==> config.mk <==
export PLATFORM = sky130hd
export DESIGN_NAME = adc_control_registers
export DESIGN_NICKNAME = d
export VERILOG_FILES = /design/src/include/adc_ctrl_pkg.sv /design/src/hdl/adc_control_registers.sv /design/src/hdl/conv_clock_gen.sv /design/src/hdl/sync3.sv
export VERILOG_INCLUDE_DIRS = /design/src /design/src/include
export SDC_FILE = /design/constraint.sdc
export NUM_CORES = 1
export LEC_CHECK = 0
export BUFFER_PORTS_ARGS = -buffer_cell sky130_fd_sc_hd__buf_2
export CAP_MARGIN = 5
export CORE_ASPECT_RATIO = 0.6
export CORE_MARGIN = 4
export CORE_UTILIZATION = 45
export DETAILED_ROUTE_END_ITERATION = 16
export PLACE_DENSITY_LB_ADDON = 0.2
export SLEW_MARGIN = 25
export SYNTH_ARGS = -nofsm -noshare
export SYNTH_HDL_FRONTEND = slang
export SYNTH_SLANG_ARGS = --single-unit
==> constraint.sdc <==
create_clock -name clock_i -period 7.7 [get_ports clock_i]
set_clock_uncertainty 0.1 [all_clocks]
set_input_delay 0.77 -clock clock_i [delete_from_list [all_inputs] [get_ports clock_i]]
set_output_delay 0.77 -clock clock_i [all_outputs]
set_load 0.01 [all_outputs]
==> src/include/adc_ctrl_map.svh <==
/*
  register offsets, field positions, reset values and timing counts of the converter control block.
  assumes inclusion by bare name from the two modules; the package does not include it.
*/
`ifndef ADC_CTRL_MAP_SVH
`define ADC_CTRL_MAP_SVH

`define CTRL0_OFS         3'h0
`define CTRL1_OFS         3'h1
`define RES_HIGH_OFS      3'h2
`define RES_LOW_OFS       3'h3
`define IRQ_STATUS_OFS    3'h4
`define IRQ_MASK_OFS      3'h5

`define CTRL0_RESET       8'h00
`define CTRL1_RESET       8'h00

`define CTRL0_ENABLE_BIT  0
`define CTRL0_STATUS_BIT  1
`define CTRL0_CHAN_LSB    2
`define CTRL1_JUSTIFY_BIT 7
`define CTRL1_CLK_LSB     4
`define CTRL1_NREF_BIT    2
`define CTRL1_PREF_LSB    0

`define CHAN_RSV_LO       5'h0e
`define CHAN_RSV_HI       5'h1d
`define CHAN_DAC          5'h1e
`define CHAN_FIXED_REF    5'h1f

`define RC_PERIOD_NS      4000
`define CLOCK_PERIOD_NS   5
`define RC_DIV            (`RC_PERIOD_NS / `CLOCK_PERIOD_NS)
`define BIT_PERIODS       11

`endif

==> src/include/adc_ctrl_pkg.sv <==
/*
  types shared by the converter control block.
  assumes adc_ctrl_map.svh on the include path.
*/
package adc_ctrl_pkg;
  typedef enum logic [1:0] {
    conv_idle_type_v  = 2'b00,
    conv_run_type_v   = 2'b01,
    conv_store_type_v = 2'b10
  } conv_state_type;

  typedef enum logic [1:0] {
    pref_supply   = 2'b00,
    pref_reserved = 2'b01,
    pref_pin      = 2'b10,
    pref_fixed    = 2'b11
  } pos_ref_type;
endpackage

==> src/hdl/adc_control_registers.sv <==
/*
  control registers and conversion sequencing of a 10-bit converter; result storage and interrupt.
  assumes a core giving one result bit per conversion clock via core_bit_i, msb first.
*/
// Overview of operation
// - reserved channel codes connect no input
// - codes 11110, 11111 route dac, fixed reference
// - writing status bit together with enable bit starts conversion, reads busy
// - hardware clears status bit when done
// - status reads zero when idle
// - enable bit powers converter; clear powers down
// - right justify zeroes high byte msbs
// - left justify zeroes low byte lsbs
// - clock field selects divider or rc
// - negative reference ground or pin
// - left justify: top eight high, two low
`timescale 1ns/1ps
`include "adc_ctrl_map.svh"
module adc_control_registers
  import adc_ctrl_pkg::*;
#(
  parameter int RC_DIV_P = `RC_DIV
) (
  input  wire logic       clock_i,      // 200 mhz system clock
  input  wire logic       rst_i,        // async reset, high
  input  wire logic       ce_i,         // clock enable, freezes state when low
  input  wire logic [2:0] addr_i,       // register index
  input  wire logic [7:0] wdata_i,      // write data
  input  wire logic       wr_i,         // write strobe
  input  wire logic       rd_i,         // read strobe
  output logic      [7:0] rdata_o,      // read data, cycle after rd_i
  input  wire logic       core_bit_i,   // comparator decision from core, async
  output logic            analog_en_o,  // converter powered
  output logic            input_conn_o, // an input is connected to the core
  output logic      [4:0] mux_sel_o,    // analog mux select
  output logic            sel_dac_o,    // dac output routed
  output logic            sel_fixed_o,  // fixed reference routed
  output logic            sample_o,     // core converting
  output logic            core_clk_o,   // conversion clock tick
  output logic            nref_pin_o,   // negative ref from pin
  output logic      [1:0] pref_sel_o,   // positive ref select
  output logic            irq_o         // level interrupt
);
  logic [7:0]     ctrl0_ff;
  logic [7:0]     ctrl1_ff;
  logic [7:0]     res_high_ff;
  logic [7:0]     res_low_ff;
  logic [7:0]     rdata_ff;
  logic           done_sts_ff;
  logic           mask_ff;
  logic [9:0]     shift_ff;
  logic [3:0]     bit_cnt_ff;
  logic [15:0]    rc_cnt_ff;
  conv_state_type state_ff;
  conv_state_type nxt_state;

  wire [4:0] chan      = ctrl0_ff[6:2];
  wire       enabled   = ctrl0_ff[`CTRL0_ENABLE_BIT];
  wire       justify_r = ctrl1_ff[`CTRL1_JUSTIFY_BIT];
  wire [2:0] clk_sel   = ctrl1_ff[6:4];
  wire       sel_wr0   = wr_i && addr_i == `CTRL0_OFS;
  wire       sel_wr1   = wr_i && addr_i == `CTRL1_OFS;
  wire       sel_wrm   = wr_i && addr_i == `IRQ_MASK_OFS;
  wire       sel_rdst  = rd_i && addr_i == `IRQ_STATUS_OFS;
  wire       start     = sel_wr0 && wdata_i[`CTRL0_STATUS_BIT] && wdata_i[`CTRL0_ENABLE_BIT];
  wire       busy      = state_ff != conv_idle_type_v;
  wire       rc_tick   = rc_cnt_ff == 16'((RC_DIV_P - 1));
  wire       tick;
  wire       core_bit;
  wire       finish    = state_ff == conv_store_type_v;
  wire [7:0] nxt_high  = justify_r ? {6'h00, shift_ff[9:8]} : shift_ff[9:2];
  wire [7:0] nxt_low   = justify_r ? shift_ff[7:0] : {shift_ff[1:0], 6'h00};

  sync3 u_sync (
    .clock_i (clock_i),
    .rst_i   (rst_i),
    .ce_i    (ce_i),
    .d_i     (core_bit_i),
    .q_o     (core_bit)
  );

  conv_clock_gen u_clk (
    .clock_i   (clock_i),
    .rst_i     (rst_i),
    .ce_i      (ce_i),
    .run_i     (busy && enabled),
    .sel_i     (clk_sel),
    .rc_tick_i (rc_tick),
    .tick_o    (tick)
  );

  always_comb begin
    nxt_state = state_ff;
    unique case (state_ff)
      conv_idle_type_v:  if (start) nxt_state = conv_run_type_v;
      conv_run_type_v: begin
        if (!enabled) nxt_state = conv_idle_type_v;
        else if (tick && bit_cnt_ff == 4'(`BIT_PERIODS - 1)) nxt_state = conv_store_type_v;
      end
      conv_store_type_v: nxt_state = conv_idle_type_v;
      default:           nxt_state = conv_idle_type_v;
    endcase
  end

  // free-running stand-in for the dedicated rc oscillator
  always_ff @(posedge clock_i or posedge rst_i) begin
    if (rst_i) begin
      rc_cnt_ff <= 16'h0000;
    end else if (ce_i) begin
      rc_cnt_ff <= rc_tick ? 16'h0000 : rc_cnt_ff + 16'h0001;
    end
  end

  always_ff @(posedge clock_i or posedge rst_i) begin
    if (rst_i) begin
      state_ff   <= conv_idle_type_v;
      bit_cnt_ff <= 4'h0;
      shift_ff   <= 10'h000;
    end else if (ce_i) begin
      state_ff <= nxt_state;
      if (start && !busy) begin
        bit_cnt_ff <= 4'h0;
      end else if (tick) begin
        bit_cnt_ff <= bit_cnt_ff + 4'h1;
        if (bit_cnt_ff != 4'h0) begin
          shift_ff <= {shift_ff[8:0], core_bit};
        end
      end
    end
  end

  always_ff @(posedge clock_i or posedge rst_i) begin
    if (rst_i) begin
      ctrl0_ff <= `CTRL0_RESET;
      ctrl1_ff <= `CTRL1_RESET;
      mask_ff  <= 1'b0;
    end else if (ce_i) begin
      if (sel_wr0) begin
        ctrl0_ff[6:2] <= wdata_i[6:2];
        ctrl0_ff[0]   <= wdata_i[0];
      end
      if (sel_wr1) begin
        ctrl1_ff <= {wdata_i[7:4], 1'b0, wdata_i[2:0]};
      end
      if (sel_wrm) begin
        mask_ff <= wdata_i[0];
      end
    end
  end

  always_ff @(posedge clock_i or posedge rst_i) begin
    if (rst_i) begin
      res_high_ff <= 8'h00;
      res_low_ff  <= 8'h00;
      done_sts_ff <= 1'b0;
    end else if (ce_i) begin
      if (finish) begin
        res_high_ff <= nxt_high;
        res_low_ff  <= nxt_low;
      end
      // set wins over the read clear
      done_sts_ff <= finish || (done_sts_ff && !sel_rdst);
    end
  end

  logic [7:0] rd_mux;
  always_comb begin
    unique case (addr_i)
      `CTRL0_OFS:      rd_mux = {1'b0, chan, busy, enabled};
      `CTRL1_OFS:      rd_mux = ctrl1_ff;
      `RES_HIGH_OFS:   rd_mux = res_high_ff;
      `RES_LOW_OFS:    rd_mux = res_low_ff;
      `IRQ_STATUS_OFS: rd_mux = {7'h00, done_sts_ff};
      `IRQ_MASK_OFS:   rd_mux = {7'h00, mask_ff};
      default:         rd_mux = 8'h00;
    endcase
  end

  always_ff @(posedge clock_i or posedge rst_i) begin
    if (rst_i) begin
      rdata_ff <= 8'h00;
    end else if (ce_i) begin
      rdata_ff <= rd_i ? rd_mux : 8'h00;
    end
  end

  wire reserved_ch = chan >= `CHAN_RSV_LO && chan <= `CHAN_RSV_HI;

  assign rdata_o      = rdata_ff;
  assign analog_en_o  = enabled;
  assign input_conn_o = enabled && !reserved_ch;
  assign mux_sel_o    = chan;
  assign sel_dac_o    = enabled && chan == `CHAN_DAC;
  assign sel_fixed_o  = enabled && chan == `CHAN_FIXED_REF;
  assign sample_o     = busy;
  assign core_clk_o   = tick;
  assign nref_pin_o   = ctrl1_ff[`CTRL1_NREF_BIT];
  assign pref_sel_o   = ctrl1_ff[1:0];
  assign irq_o        = done_sts_ff && mask_ff;

  chk_busy_clears: assert property (@(posedge clock_i) disable iff (rst_i)
    ce_i && finish |=> !busy)
    else $error("status bit not cleared after store");
  chk_start_busy: assert property (@(posedge clock_i) disable iff (rst_i)
    ce_i && start && !busy |=> busy)
    else $error("start did not begin a conversion");
  chk_idle_zero: assert property (@(posedge clock_i) disable iff (rst_i)
    ce_i && rd_i && addr_i == `CTRL0_OFS && !busy |=> !rdata_o[1])
    else $error("status reads one while idle");
  chk_reserved_off: assert property (@(posedge clock_i) disable iff (rst_i)
    reserved_ch |-> !input_conn_o && !sel_dac_o && !sel_fixed_o)
    else $error("reserved code connected an input");
  chk_dac_route: assert property (@(posedge clock_i) disable iff (rst_i)
    enabled && chan == 5'h1e |-> sel_dac_o && !sel_fixed_o)
    else $error("dac not routed");
  chk_power_down: assert property (@(posedge clock_i) disable iff (rst_i)
    !enabled |-> !analog_en_o && !input_conn_o)
    else $error("converter powered while disabled");
  chk_right_just: assert property (@(posedge clock_i) disable iff (rst_i)
    ce_i && finish && justify_r |=> res_high_ff[7:2] == 6'h00)
    else $error("right justify msbs not zero");
  chk_left_just: assert property (@(posedge clock_i) disable iff (rst_i)
    ce_i && finish && !justify_r |=> res_low_ff[5:0] == 6'h00 && res_high_ff == $past(shift_ff[9:2]))
    else $error("left justify layout wrong");
  chk_nref_sel: assert property (@(posedge clock_i) disable iff (rst_i)
    nref_pin_o == ctrl1_ff[2])
    else $error("negative reference mismatch");
  chk_div2_tick: assert property (@(posedge clock_i) disable iff (rst_i)
    ce_i && tick && clk_sel == 3'b000 && busy && enabled ##1 ce_i && busy && enabled |-> !tick)
    else $error("div2 tick spacing wrong");

  // conversion clock seen from outside the divider: ticks per run and cycles between ticks
  logic [15:0] gap_ff;
  logic        seen_ff;
  logic [3:0]  tick_cnt_ff;
  logic [15:0] exp_gap;
  wire         gap_clear = !(busy && enabled) || sel_wr1;

  always_comb begin
    unique case (clk_sel)
      3'b000:         exp_gap = 16'h0002;
      3'b001:         exp_gap = 16'h0008;
      3'b010:         exp_gap = 16'h0020;
      3'b100:         exp_gap = 16'h0004;
      3'b101:         exp_gap = 16'h0010;
      3'b110:         exp_gap = 16'h0040;
      3'b011, 3'b111: exp_gap = 16'(RC_DIV_P);
    endcase
  end

  always_ff @(posedge clock_i or posedge rst_i) begin
    if (rst_i) begin
      gap_ff  <= 16'h0000;
      seen_ff <= 1'b0;
    end else if (ce_i) begin
      if (gap_clear) begin
        gap_ff  <= 16'h0000;
        seen_ff <= 1'b0;
      end else if (tick) begin
        gap_ff  <= 16'h0001;
        seen_ff <= 1'b1;
      end else begin
        gap_ff <= gap_ff + 16'h0001;
      end
    end
  end

  always_ff @(posedge clock_i or posedge rst_i) begin
    if (rst_i) begin
      tick_cnt_ff <= 4'h0;
    end else if (ce_i) begin
      if (start && !busy) begin
        tick_cnt_ff <= 4'h0;
      end else if (tick && state_ff == conv_run_type_v) begin
        tick_cnt_ff <= tick_cnt_ff + 4'h1;
      end
    end
  end

  chk_fixed_route: assert property (@(posedge clock_i) disable iff (rst_i)
    enabled && chan == `CHAN_FIXED_REF |-> sel_fixed_o && !sel_dac_o && input_conn_o)
    else $error("fixed reference not routed");
  chk_normal_conn: assert property (@(posedge clock_i) disable iff (rst_i)
    enabled && chan < `CHAN_RSV_LO |-> input_conn_o && !sel_dac_o && !sel_fixed_o)
    else $error("ordinary channel not connected");
  chk_start_disabled: assert property (@(posedge clock_i) disable iff (rst_i)
    ce_i && sel_wr0 && !wdata_i[`CTRL0_ENABLE_BIT] && !busy |=> !busy)
    else $error("conversion started while disabled");
  chk_abort_clean: assert property (@(posedge clock_i) disable iff (rst_i)
    ce_i && state_ff == conv_run_type_v && !enabled |=> !busy && $stable(res_high_ff) && $stable(res_low_ff))
    else $error("disabled conversion kept running or stored");
  chk_done_set: assert property (@(posedge clock_i) disable iff (rst_i)
    ce_i && finish |=> done_sts_ff)
    else $error("done status not set");
  chk_status_clear: assert property (@(posedge clock_i) disable iff (rst_i)
    ce_i && sel_rdst && !finish |=> !done_sts_ff)
    else $error("done status not cleared by read");
  chk_irq_set: assert property (@(posedge clock_i) disable iff (rst_i)
    ce_i && finish && mask_ff && !sel_wrm |=> irq_o)
    else $error("unmasked done gave no interrupt");
  chk_right_layout: assert property (@(posedge clock_i) disable iff (rst_i)
    ce_i && finish && justify_r |=> {res_high_ff[1:0], res_low_ff} == $past(shift_ff))
    else $error("right justified result misplaced");
  chk_left_layout: assert property (@(posedge clock_i) disable iff (rst_i)
    ce_i && finish && !justify_r |=> {res_high_ff, res_low_ff[7:6]} == $past(shift_ff))
    else $error("left justified result misplaced");
  chk_ctrl1_write: assert property (@(posedge clock_i) disable iff (rst_i)
    ce_i && sel_wr1 |=> ctrl1_ff == ($past(wdata_i) & 8'hf7) && {nref_pin_o, pref_sel_o} == ctrl1_ff[2:0])
    else $error("control one write not applied");
  chk_no_idle_tick: assert property (@(posedge clock_i) disable iff (rst_i)
    !busy |-> !core_clk_o)
    else $error("conversion clock while idle");
  chk_tick_gap: assert property (@(posedge clock_i) disable iff (rst_i)
    ce_i && tick && seen_ff |-> gap_ff == exp_gap)
    else $error("conversion clock period wrong");
  chk_tick_count: assert property (@(posedge clock_i) disable iff (rst_i)
    ce_i && finish |-> tick_cnt_ff == 4'(`BIT_PERIODS))
    else $error("conversion ended after wrong tick count");
  chk_rdata_idle: assert property (@(posedge clock_i) disable iff (rst_i)
    ce_i && !rd_i |=> rdata_o == 8'h00)
    else $error("read data without read strobe");
  chk_status_live: assert property (@(posedge clock_i) disable iff (rst_i)
    ce_i && rd_i && addr_i == `CTRL0_OFS && busy |=> rdata_o[`CTRL0_STATUS_BIT])
    else $error("status reads zero while busy");
  chk_busy_hold: assert property (@(posedge clock_i) disable iff (rst_i)
    ce_i && state_ff == conv_run_type_v && enabled |=> busy)
    else $error("conversion dropped early");
  chk_ctrl0_msb: assert property (@(posedge clock_i) disable iff (rst_i)
    ce_i && rd_i && addr_i == `CTRL0_OFS |=> !rdata_o[7])
    else $error("unused control bit reads one");
  chk_ctrl0_write: assert property (@(posedge clock_i) disable iff (rst_i)
    ce_i && sel_wr0 |=> {1'b0, mux_sel_o, 1'b0, analog_en_o} == ($past(wdata_i) & 8'h7d))
    else $error("control zero write not applied");
  chk_mask_write: assert property (@(posedge clock_i) disable iff (rst_i)
    ce_i && sel_wrm |=> mask_ff == |($past(wdata_i) & 8'h01))
    else $error("mask write not applied");
  chk_unmapped_wr: assert property (@(posedge clock_i) disable iff (rst_i)
    ce_i && wr_i && addr_i > `IRQ_MASK_OFS |=> $stable(ctrl1_ff) && $stable(mask_ff))
    else $error("unmapped write changed a register");

  cov_conversion: cover property (@(posedge clock_i) disable iff (rst_i) start ##[1:400] finish);
  cov_irq:        cover property (@(posedge clock_i) disable iff (rst_i) irq_o);
  cov_abort:      cover property (@(posedge clock_i) disable iff (rst_i) busy && !enabled);
  cov_right:      cover property (@(posedge clock_i) disable iff (rst_i) finish && justify_r);
  cov_rc_gap:     cover property (@(posedge clock_i) disable iff (rst_i) tick && seen_ff && clk_sel[1:0] == 2'b11);
endmodule

==> src/hdl/conv_clock_gen.sv <==
/*
  conversion clock tick generator: divides the system clock or passes the rc tick per select code.
  assumes rc_tick_i is already synchronous to clock_i.
*/
`timescale 1ns/1ps
`include "adc_ctrl_map.svh"
module conv_clock_gen
  import adc_ctrl_pkg::*;
(
  input  wire logic       clock_i,   // system clock
  input  wire logic       rst_i,     // async reset, high
  input  wire logic       ce_i,      // clock enable
  input  wire logic       run_i,     // count only while converting
  input  wire logic [2:0] sel_i,     // conversion clock select
  input  wire logic       rc_tick_i, // synchronised rc tick
  output logic            tick_o     // one conversion clock period elapsed
);
  logic [5:0] div_ff;
  logic [5:0] nxt_div;
  logic [5:0] limit;
  logic       use_rc;

  always_comb begin
    use_rc = 1'b0;
    unique case (sel_i)
      3'b000: limit = 6'h01;
      3'b001: limit = 6'h07;
      3'b010: limit = 6'h1f;
      3'b100: limit = 6'h03;
      3'b101: limit = 6'h0f;
      3'b110: limit = 6'h3f;
      3'b011, 3'b111: begin
        limit  = 6'h00;
        use_rc = 1'b1;
      end
    endcase
  end

  assign nxt_div = (!run_i || div_ff == limit) ? 6'h00 : div_ff + 6'h01;
  assign tick_o  = run_i && (use_rc ? rc_tick_i : (div_ff == limit));

  always_ff @(posedge clock_i or posedge rst_i) begin
    if (rst_i) begin
      div_ff <= 6'h00;
    end else if (ce_i) begin
      div_ff <= nxt_div;
    end
  end
endmodule

==> src/hdl/sync3.sv <==
/*
  three-flop synchroniser; output changes once stages two and three agree.
  assumes async input from outside clock domain.
*/
`timescale 1ns/1ps
module sync3 (
  input  wire logic clock_i, // system clock
  input  wire logic rst_i,   // async reset, high
  input  wire logic ce_i,    // clock enable
  input  wire logic d_i,     // async input
  output logic      q_o      // filtered level
);
  logic [2:0] stage_ff;
  logic       q_ff;

  always_ff @(posedge clock_i or posedge rst_i) begin
    if (rst_i) begin
      stage_ff <= 3'h0;
      q_ff     <= 1'b0;
    end else if (ce_i) begin
      stage_ff <= {stage_ff[1:0], d_i};
      if (stage_ff[1] == stage_ff[2]) begin
        q_ff <= stage_ff[2];
      end
    end
  end
  assign q_o = q_ff;
endmodule

======== Word level (Yosys, flattened, before mapping) ========
Index checks and enable logic that the tools add are counted.
storage, ports and cells
  register bits after elaboration ......... 81
  bits of input ports ..................... 17
  output and inout bits ................... 23
  logic and storage cells ................. 95
operators by class
  $add $sub $neg .......................... 3
  $lt $le $gt $ge ......................... 2
  equality and inequality tests ........... 22
  multiplexer cells ....................... 15
  bitwise gates (word level) .............. 1
  reductions and logical operators ........ 37
operator list
  operator                 count
  $pmux W8 S6              1
  $pmux W6 S7              1
  $mux W8                  3
  $eq A3 B3 Y1 const B     6
  $add A16 B1 Y16 const B  1
  $eq A16 B10 Y1 const B   1
  $logic_and A1 B1 Y1      16
  $mux W16                 1
  $eq A3 B2 Y1 const B     4
  $reduce_and A2 Y1        6
  $eq A5 B5 Y1 const B     2
  $mux W4                  2
  $add A6 B1 Y6 const B    1
  $eq A3 B1 Y1 const B     2
  $eq A6 B6 Y1             1
  $logic_not A3 Y1         2
  $mux W2                  3
  $mux W6                  1
  $ge A5 B4 Y1 const B     1
  $le A5 B5 Y1 const B     1
  $add A4 B1 Y4 const B    1
  $eq A4 B4 Y1 const B     1
  $logic_not A1 Y1         4
  $pmux W2 S2              1
  14 further kinds         17

======== Depth between registers and ports, before layout ========
Gate-level depths: netlist (run 1).
  depth in word-level cells ............... 10
  gate-level depth with buffers ........... 7
  mapped depth without buffers ............ 7

======== Cells and area by module ========
Synthesis (run 1) repeated with hierarchy kept, for this count alone.
second synthesis, totals
  cell total of the unflattened synthesis .. 382
  area, all modules ....................... 4047.6 sq um
by module, submodules not included
  module                 instances  cells each  area each (sq um)  seq. area each (sq um)
  adc_control_registers  1          310         3379.5             1776.7
  conv_clock_gen         1          59          509.2              150.1
  sync3                  1          13          158.9              100.1

======== Least setup slack after synthesis (run 1) ========
No wires, ideal clock.
  kind .................................... register to register
  start ................................... register rc_cnt_ff[5]
  end ..................................... register shift_ff[0]
  setup time .............................. 0.125 ns
  data arrival time ....................... 2.526 ns
  data required time ...................... 7.475 ns
  setup slack ............................. 4.949 ns
  cell stages (with the launch flop) ...... 7
  buffers on the path ..................... 0
  period minus slack after synthesis ...... 2.751 ns
  cells stage by stage .................... dfrtp_1 -> or4b_2 -> nor4_4 -> and4_4 -> a31oi_4 -> nor4_4 -> mux2_2
between the ends
  cells in the longest elaborated chain, start to end .. 4
RTL lines
  item                         line                          text
  start: declaration           adc_control_registers.sv:53   logic [15:0] rc_cnt_ff;
  start signal: assignment     adc_control_registers.sv:110  rc_cnt_ff <= rc_tick ? 16'h0000 : rc_cnt_ff + 16'h0001;
  $eq A16 B10 Y1               adc_control_registers.sv:67   wire rc_tick = rc_cnt_ff == 16'((RC_DIV_P - 1));
  $mux W1                      conv_clock_gen.sv:40          assign tick_o = run_i && (use_rc ? rc_tick_i : (div_ff == limit));
  $logic_and A1 B1 Y1          conv_clock_gen.sv:40
  $reduce_and A4 Y1 (no line)  -
  end signal: assignment       adc_control_registers.sv:126  shift_ff <= {shift_ff[8:0], core_bit};
  end: declaration             adc_control_registers.sv:51   logic [9:0] shift_ff;
Every way passes these cells.
A chain may end at the register's enable or synchronous reset.

======== Worst setup path after layout (run 1) ========
  start ................................... register rc_cnt_ff[5]
  end ..................................... output core_clk_o
between the ends
  cells in the longest elaborated chain, start to end .. 3
RTL lines
  item                 line                         text
  $eq A16 B10 Y1       adc_control_registers.sv:67
  $mux W1              conv_clock_gen.sv:40
  $logic_and A1 B1 Y1  conv_clock_gen.sv:40
  end: declaration     adc_control_registers.sv:39  output logic core_clk_o,
Every way passes these cells.

==> results.md, run 1 <==
- Worst Hold Depth: 2
- Root Driver: clkbuf_16
- FF/Latch Area: between 2000 and 2500 sq um
- Total core area: around 8500 sq um
- Max_slew headroom: a little over a third
- RR Endpoint: shift_ff[7]
- Antenna-violating nets left: 0
- Crit-path max cell delay: approximately 0.74 ns
- Hold endpoint: res_high_ff[6]
- Placed cell area: about 4200 sq um
- Worst IR Drop VDD: 0.000114 V
- Most used DFF post-synth: dfrtp_1
- Pwr/cell area: around 240 nW/um^2
- Initial Utilization: 46.2%
- Crit-path max FO: 10
- IO Count: 40
- Leakage power: 2.03 nW
- Max-Cap Viols: 0
- Synth Area in XOR/XNOR: under 10%
- Slew Viols, Final: 0
- Worst-Skew Late Latency: between 0.3 and 0.4 ns
- Cell Area, Synth: 3940 sq um
- Post-synthesis simple-gate area fraction: 16.6%
- Outcome: finished clean
- Crit start category: flop
- Total global-route track usage: a little under a fifth
- Fin area: around 4500 sq um
- Power, Total: about 1.1 mW
- First-pass GRT wire length: ~14,000 um
- Routed WL per cell: between 15 and 20 um
- Final min period: 3.26 ns
- Crit path max-delay family: simple AND/OR/NAND/NOR gates
- # setup viols final: 0
- RSZ-0062 raised after global routing: no
- Port buffer count: 39
- R2R Setup Slk: approximately 4.7 ns
- Hpwl dp: 5980 um
- Vias in the first global route: roughly 2.7k
- Sequential element share of the synthesized area: between 50% and 60%
- Hold Vio Cnt, Final: 0
- Pre-Repair DR Iteration Count: 4
- Hold Startpoint: res_high_ff[6]
- Worst Setup End Kind: output port
- Post-synth EDFFs: 0
- Num rows: 26
- Die Area: 10,400 sq um
- Synth Area in Compound Gates: between 10% and 20%
- FF-to-FF Start: rc_cnt_ff[5]
- Syn nets: about 380
- CP Cell Sequence: or4b_2 -> nor4_4 -> and4_4 -> a31oi_4 -> inv_1 -> buf_2
- GP Congestion: 0.811
- Fin crit share: a little over two fifths
- Cell variety after synth: between 40 and 50
- Max Clk Rate: 306 MHz
- CP Buf/Inv Count: 2
- Seq cells post-synth: 81
- Cts hold-fix bufs: 0
- Synth top area cells: dfrtp_1 (51%), mux2_2 (8.3%), nand2_1 (4.0%)
- Cts repair resizes: 0
- Mux share of post-synthesis cell area: between 10% and 20%
- Adder-cell area share of the yosys netlist: about 1.6%
- Largest family of logic cells by synthesized area: simple AND/OR/NAND/NOR gates
- Worst path slowest cell: or4b_2
- Pin count of the biggest net entering global routing: 82
- Die Span Y: 80.5 um
- CTS HTree Levels: 3
- Yosys Warn Count: 0
- Max Buffers Root-to-Sink: 2
- Total number of vias: ~2.8k
- Worst setup startpoint: rc_cnt_ff[5]
- Min-delay worst type: flop to flop
- Syn Area/Cell: 10.9 sq um
- Die Width: ~130 um
- Worst slew pin tran: between 0.9 and 1 ns
- Required @ worst endpoint: ~6.8 ns
- Async set-reset flop share out of synthesis: 100%
- N_diodes: 0
- # fillers: approximately 780
- Total wire length: between 8000 and 9000 um
- Mapped Cells: between 300 and 400
- Crit Path Class: flop to output port
- Number of vias per cell: 5.40
- Reg2Reg Depth: 6
- CP arrival: 2.39 ns
- Remaining routing DRC violations: 0
- Yosys top cell area share: slightly above 50%
- Synth-to-layout area growth: 14.5%
- Inserted Clock Buffers: 9
- Fin nets: 418
- Setup tns final: 0 ns
- Setup Buffers After CTS: 0
- Remaining global-route overflow: 0
- Clock slew at the register clock pins of the worst setup and hold paths: ~0.06 ns
- Multi-input logic area: 1780 sq um
- First-iteration detailed-routing DRC count: around 230
- Synth area leader: dfrtp_1
- CTS tree: done
- Initial antenna violation count: 0
- Fraction of layout cells with a size suffix above 1: between 20% and 30%
- Sink Count: approximately 80
[metrics by stage]
step,setup WS [ns],instances,util [%],hold slack (ns)
floorplan,4.75,360,-,0.338
global placement,4.50,496,49.5,0.360
detailed placement,4.45,496,49.5,0.367
CTS,4.41,512,52.7,0.375
global route,4.33,513,52.9,0.393
finish,4.44,513,52.9,0.374
[layout by cell type (no fill, tap or decap), types with 5 or more instances in the layout]
cell type,Yosys,final
a21oi_1,5,5
a22oi_1,5,5
and2_1,5,5
buf_2,0,39
clkbuf_16,0,9
dfrtp_1,81,81
ha_1,5,5
inv_1,16,15
mux2_2,29,29
mux2i_1,5,5
mux4_2,5,5
nand2_1,42,42
nand2b_1,10,10
nand3_1,12,12
nand3b_1,5,5
nand4_1,5,5
nor2_1,18,18
nor3_1,5,5
o21ai_0,26,26
o2bb2ai_1,10,10
xnor2_1,12,12
xor2_1,6,6
[flip-flops by register name (all words and copies together) (netlist names), 4 cells and up]
| name | flops |
|---|---|
| rc_cnt_ff | 16 |
| shift_ff | 10 |
| rdata_o | 8 |
| res_high_ff | 8 |
| res_low_ff | 8 |
| ctrl1_ff | 7 |
| u_clk.div_ff | 6 |
| mux_sel_o | 5 |
| bit_cnt_ff | 4 |
[final cells by class]
class | count | area share [%]
clock inverter | 3 | 0.333
multi-input combinational | 246 | 39.5
sequential | 81 | 45.0
timing repair buffer | 41 | 4.91
tap | 112 | 3.11
clock buffer | 13 | 5.77
inverter | 17 | 1.44
[logic make-up (layout without fill, tap and decap cells)]
group / count (synthesis) / in the layout
mux: 39 / 39
flops: 81 / 81
compound gates: 63 / 63
simple gates: 121 / 121
fa+ha+maj: 5 / 5
xor+xnor: 18 / 18
buf+inv: 33 / 74
[synthesized netlist by cell type (6+ instances only)]
| library cell | number |
|---|---|
| clkbuf_1 | 14 |
| nor2_1 | 18 |
| o21ai_0 | 26 |
| nand2b_1 | 10 |
| xor2_1 | 6 |
| nand3_1 | 12 |
| xnor2_1 | 12 |
| inv_1 | 16 |
| dfrtp_1 | 81 |
| nand2_1 | 42 |
| mux2_2 | 29 |
| o2bb2ai_1 | 10 |
[power by group]
group | switching (mW) | total (mW) | internal [mW]
registers | 0.0558 | 0.521 | 0.465
clock network | 0.164 | 0.398 | 0.234
logic | 0.0742 | 0.150 | 0.0761
[tightest hold or removal path, cell delays in order, from the launching register on]
cell and delay [ns]:
dfrtp_1 0.33, nand2_1 0.04, o21ai_0 0.06
[routing by layer]
| layer | up-vias | wire length [um] | track usage (%) |
|---|---|---|---|
| li1 | 1352 | - | - |
| met1 | 1344 | 4140 | 26.6 |
| met2 | 65 | 3700 | 25.6 |
| met3 | 11 | 636 | 5.71 |
| met4 | 0 | 110 | 5.77 |
| met5 | - | 0 | 0 |
[how the worst max path moves through the flow]
stage	endpoint	slack [ns]	cells past startpoint
floorplan	analog_en_o	4.75	1
global placement	shift_ff[7]	4.50	4
detailed placement	shift_ff[7]	4.45	4
CTS	core_clk_o	4.41	6
global route	core_clk_o	4.33	6
finish	core_clk_o	4.44	6
(Power assumes the default switching activity.)
==> run 2, diff against run 1 <==
==> constraint.sdc (replaced) <==
create_clock -name clock_i -period 3.23 [get_ports clock_i]
set_clock_uncertainty 0.1 [all_clocks]
set_input_delay 0.323 -clock clock_i [delete_from_list [all_inputs] [get_ports clock_i]]
set_output_delay 0.323 -clock clock_i [all_outputs]
set_load 0.01 [all_outputs]
==> results.md, run 2 (same netlist as run 1, synthesis figures left out) <==
- Sink Count: 81 (unchanged)
- Synth-to-layout area growth: 17.1%
- CTS HTree Levels: 3 (unchanged)
- Switching pwr: 0.688 mW (+130%)
- N_diodes: 0 (unchanged)
- Worst Hold Depth: 2 (unchanged)
- Min-delay worst type: input pin to flop
- Root Driver: clkbuf_16
- Max_slew headroom: 39.9% (+3.4 points)
- Hold slack: 0.125 ns (-0.248 ns)
- Pwr/cell area: 586 nW/um^2 (+150%)
- Cts repair resizes: 0 (unchanged)
- Slew Viols, Final: 0 (unchanged)
- Most frequent cells in the layout: dfrtp_1 (81), nand2_1 (42), buf_2 (39), mux2_2 (29), o21ai_0 (26)
- Port buffer count: 39 (unchanged)
- Fraction of layout cells with a size suffix above 1: 25.4% (+0.99 points)
- Worst path slowest cell: or4b_2
- Required @ worst endpoint: 2.81 ns (-4.02 ns)
- Die Width: 129 um (unchanged)
- Total core area: 8520 sq um (unchanged)
- Remaining global-route overflow: 0 (unchanged)
- RR Endpoint: shift_ff[3]
- Fin area: 4610 sq um (+2.3%)
- Crit Path Class: flop to output port
- Pin count of the biggest net entering global routing: 62 (-24%)
- Worst slew pin tran: 0.889 ns (-0.0604 ns)
- Commonest non-fill, non-tap cell in the layout: dfrtp_1
- R2R Setup Slk: 0.43 ns (-4.26 ns)
- Number of vias per cell: 5.44 (+0.70%)
- Fin crit share: 87.0%
- Num rows: 26 (unchanged)
- Placed cell area: 4280 sq um (+1.5%)
- Crit-path max cell delay: 0.74 ns (about the same)
- GP Congestion: 0.833 (+2.7%)
- Total wire length: 8980 um (+4.7%)
- Vias in the first global route: 2,745 (+2.6%)
- # fillers: 774 (-0.13%)
- Hold Startpoint: wdata_i[3]
- Initial Utilization: 46.2% (unchanged)
- Hpwl dp: 6380 um (+6.6%)
- FF/Latch Area: 2030 sq um (unchanged)
- Hold endpoint: mux_sel_o[1]
- Crit-path max FO: 10 (unchanged)
- Max reg flops: 16 (unchanged)
- Internal power: 2.01 mW (+160%)
- Biggest registers after layout: rc_cnt_ff (16), shift_ff (10)
- Total number of vias: 2,835 (+2.3%)
- Die Area: 10,400 sq um (unchanged)
- Clock slew at the register clock pins of the worst setup and hold paths: 0.06 ns (about the same)
- IO Count: 40 (unchanged)
- Largest register by flop count: rc_cnt_ff
- Max-Cap Viols: 0 (unchanged)
- # setup viols final: 0 (unchanged)
- Max Buffers Root-to-Sink: 2 (unchanged)
- Routed WL per cell: 17.2 um (+3.1%)
- Pre-Repair DR Iteration Count: 4 (unchanged)
- Outcome: finished clean
- RSZ-0062 raised after global routing: no
- Clock share of power: 40.6% (+3.4 points)
- CP arrival: 2.39 ns (about the same)
- Sequential share of power: 45.8% (-2.9 points)
- Worst-Skew Late Latency: 0.33 ns (about the same)
- CTS tree: done
- Antenna-violating nets left: 0 (unchanged)
- FF-to-FF Start: rc_cnt_ff[5]
- Setup Buffers After CTS: 0 (unchanged)
- Initial antenna violation count: 0 (unchanged)
- Setup tns final: 0 ns (unchanged)
- Worst Setup End Kind: output port
- Hold Vio Cnt, Final: 0 (unchanged)
- Die Span Y: 80.5 um (unchanged)
- Max Clk Rate: between 300 and 400 MHz
- Final min period: between 2 and 3 ns
- First-pass GRT wire length: 14,700 um (+2.6%)
- Total global-route track usage: 18.7% (+0.48 points)
- Inserted Clock Buffers: 9 (unchanged)
- Multi-input logic area: 1780 sq um (unchanged)
- First-iteration detailed-routing DRC count: 196 (-14%)
- Switching Share: 25.4% (-2.0 points)
- Worst IR Drop VDD: 0.000371 V (+230%)
- Reg2Reg Depth: 7 (+1)
- Fin nets: 426 (+1.9%)
- Combinational power share: 13.6% (-0.5 points)
- Leakage power: 2.08 nW (+2.6%)
- CP Cell Sequence: or4b_2 -> nor4_4 -> and4_4 -> a31oi_4 -> inv_1 -> buf_2
- Crit start category: flop
- Remaining routing DRC violations: 0 (unchanged)
-- run 2: layer usage --
layer	GRT usage, %	share of wire (%)	wire [um]	up-vias
met2	26.7	43	3840	76
met4	5.56	1.2	107	0
met3	5.51	6.6	591	10
met5	0	0	0	-
li1	-	-	-	1376
met1	27.2	49	4450	1373
-- run 2: how the worst max path moves through the flow --
stage / start / to / cells past startpoint
floorplan: rc_cnt_ff[5] / shift_ff[0] / 6
global placement: rc_cnt_ff[5] / shift_ff[9] / 7
detailed placement: rc_cnt_ff[5] / shift_ff[3] / 7
CTS: rc_cnt_ff[5] / core_clk_o / 6
global route: rc_cnt_ff[5] / core_clk_o / 6
finish: rc_cnt_ff[5] / core_clk_o / 6
-- run 2: critical path: cells and delay by family, from the launching register on --
| family | cells | cell delay [ns] |
|---|---|---|
| buf+inv | 2 | 0.23 |
| simple gates | 3 | 1.35 |
| compound gates | 1 | 0.07 |
| flops | 1 | 0.41 |
-- run 2: per-stage QoR --
stage / worst slack [ns] / utilization [%] / instances / total power, mW
detailed placement: 0.433 / 50.2 / 504 / 1.62
floorplan: 0.479 / - / 360 / 1.50
CTS: 0.392 / 54.1 / 521 / 2.73
global placement: 0.458 / 50.2 / 504 / 1.61
finish: 0.420 / 54.1 / 521 / 2.70
global route: 0.319 / 54.1 / 521 / 2.84
-- run 2: power groups by stage --
stage | combinational, mW | clock (mW) | sequential (mW)
2_1_floorplan | 0.284 | 0 | 1.21
3_3_place_gp | 0.362 | 0 | 1.25
3_5_place_dp | 0.370 | 0 | 1.25
4_1_cts | 0.373 | 1.12 | 1.24
5_1_grt | 0.411 | 1.17 | 1.26
6_report | 0.367 | 1.10 | 1.24
-- run 2: what timing repair did --
| action | CTS | global route |
|---|---|---|
| endpoints found under the hold margin | 59 | 0 |
| hold buffers | 1 | 0 |
| endpoints found under the setup margin | 0 | 0 |
-- run 2: area by class of cell --
type,instances,share of cell area (%)
clock buffer,14,5.72
clock inverter,2,1.30
inverter,17,1.49
multi-input combinational,246,38.6
sequential,81,43.9
tap,112,3.04
timing repair buffer,49,5.91
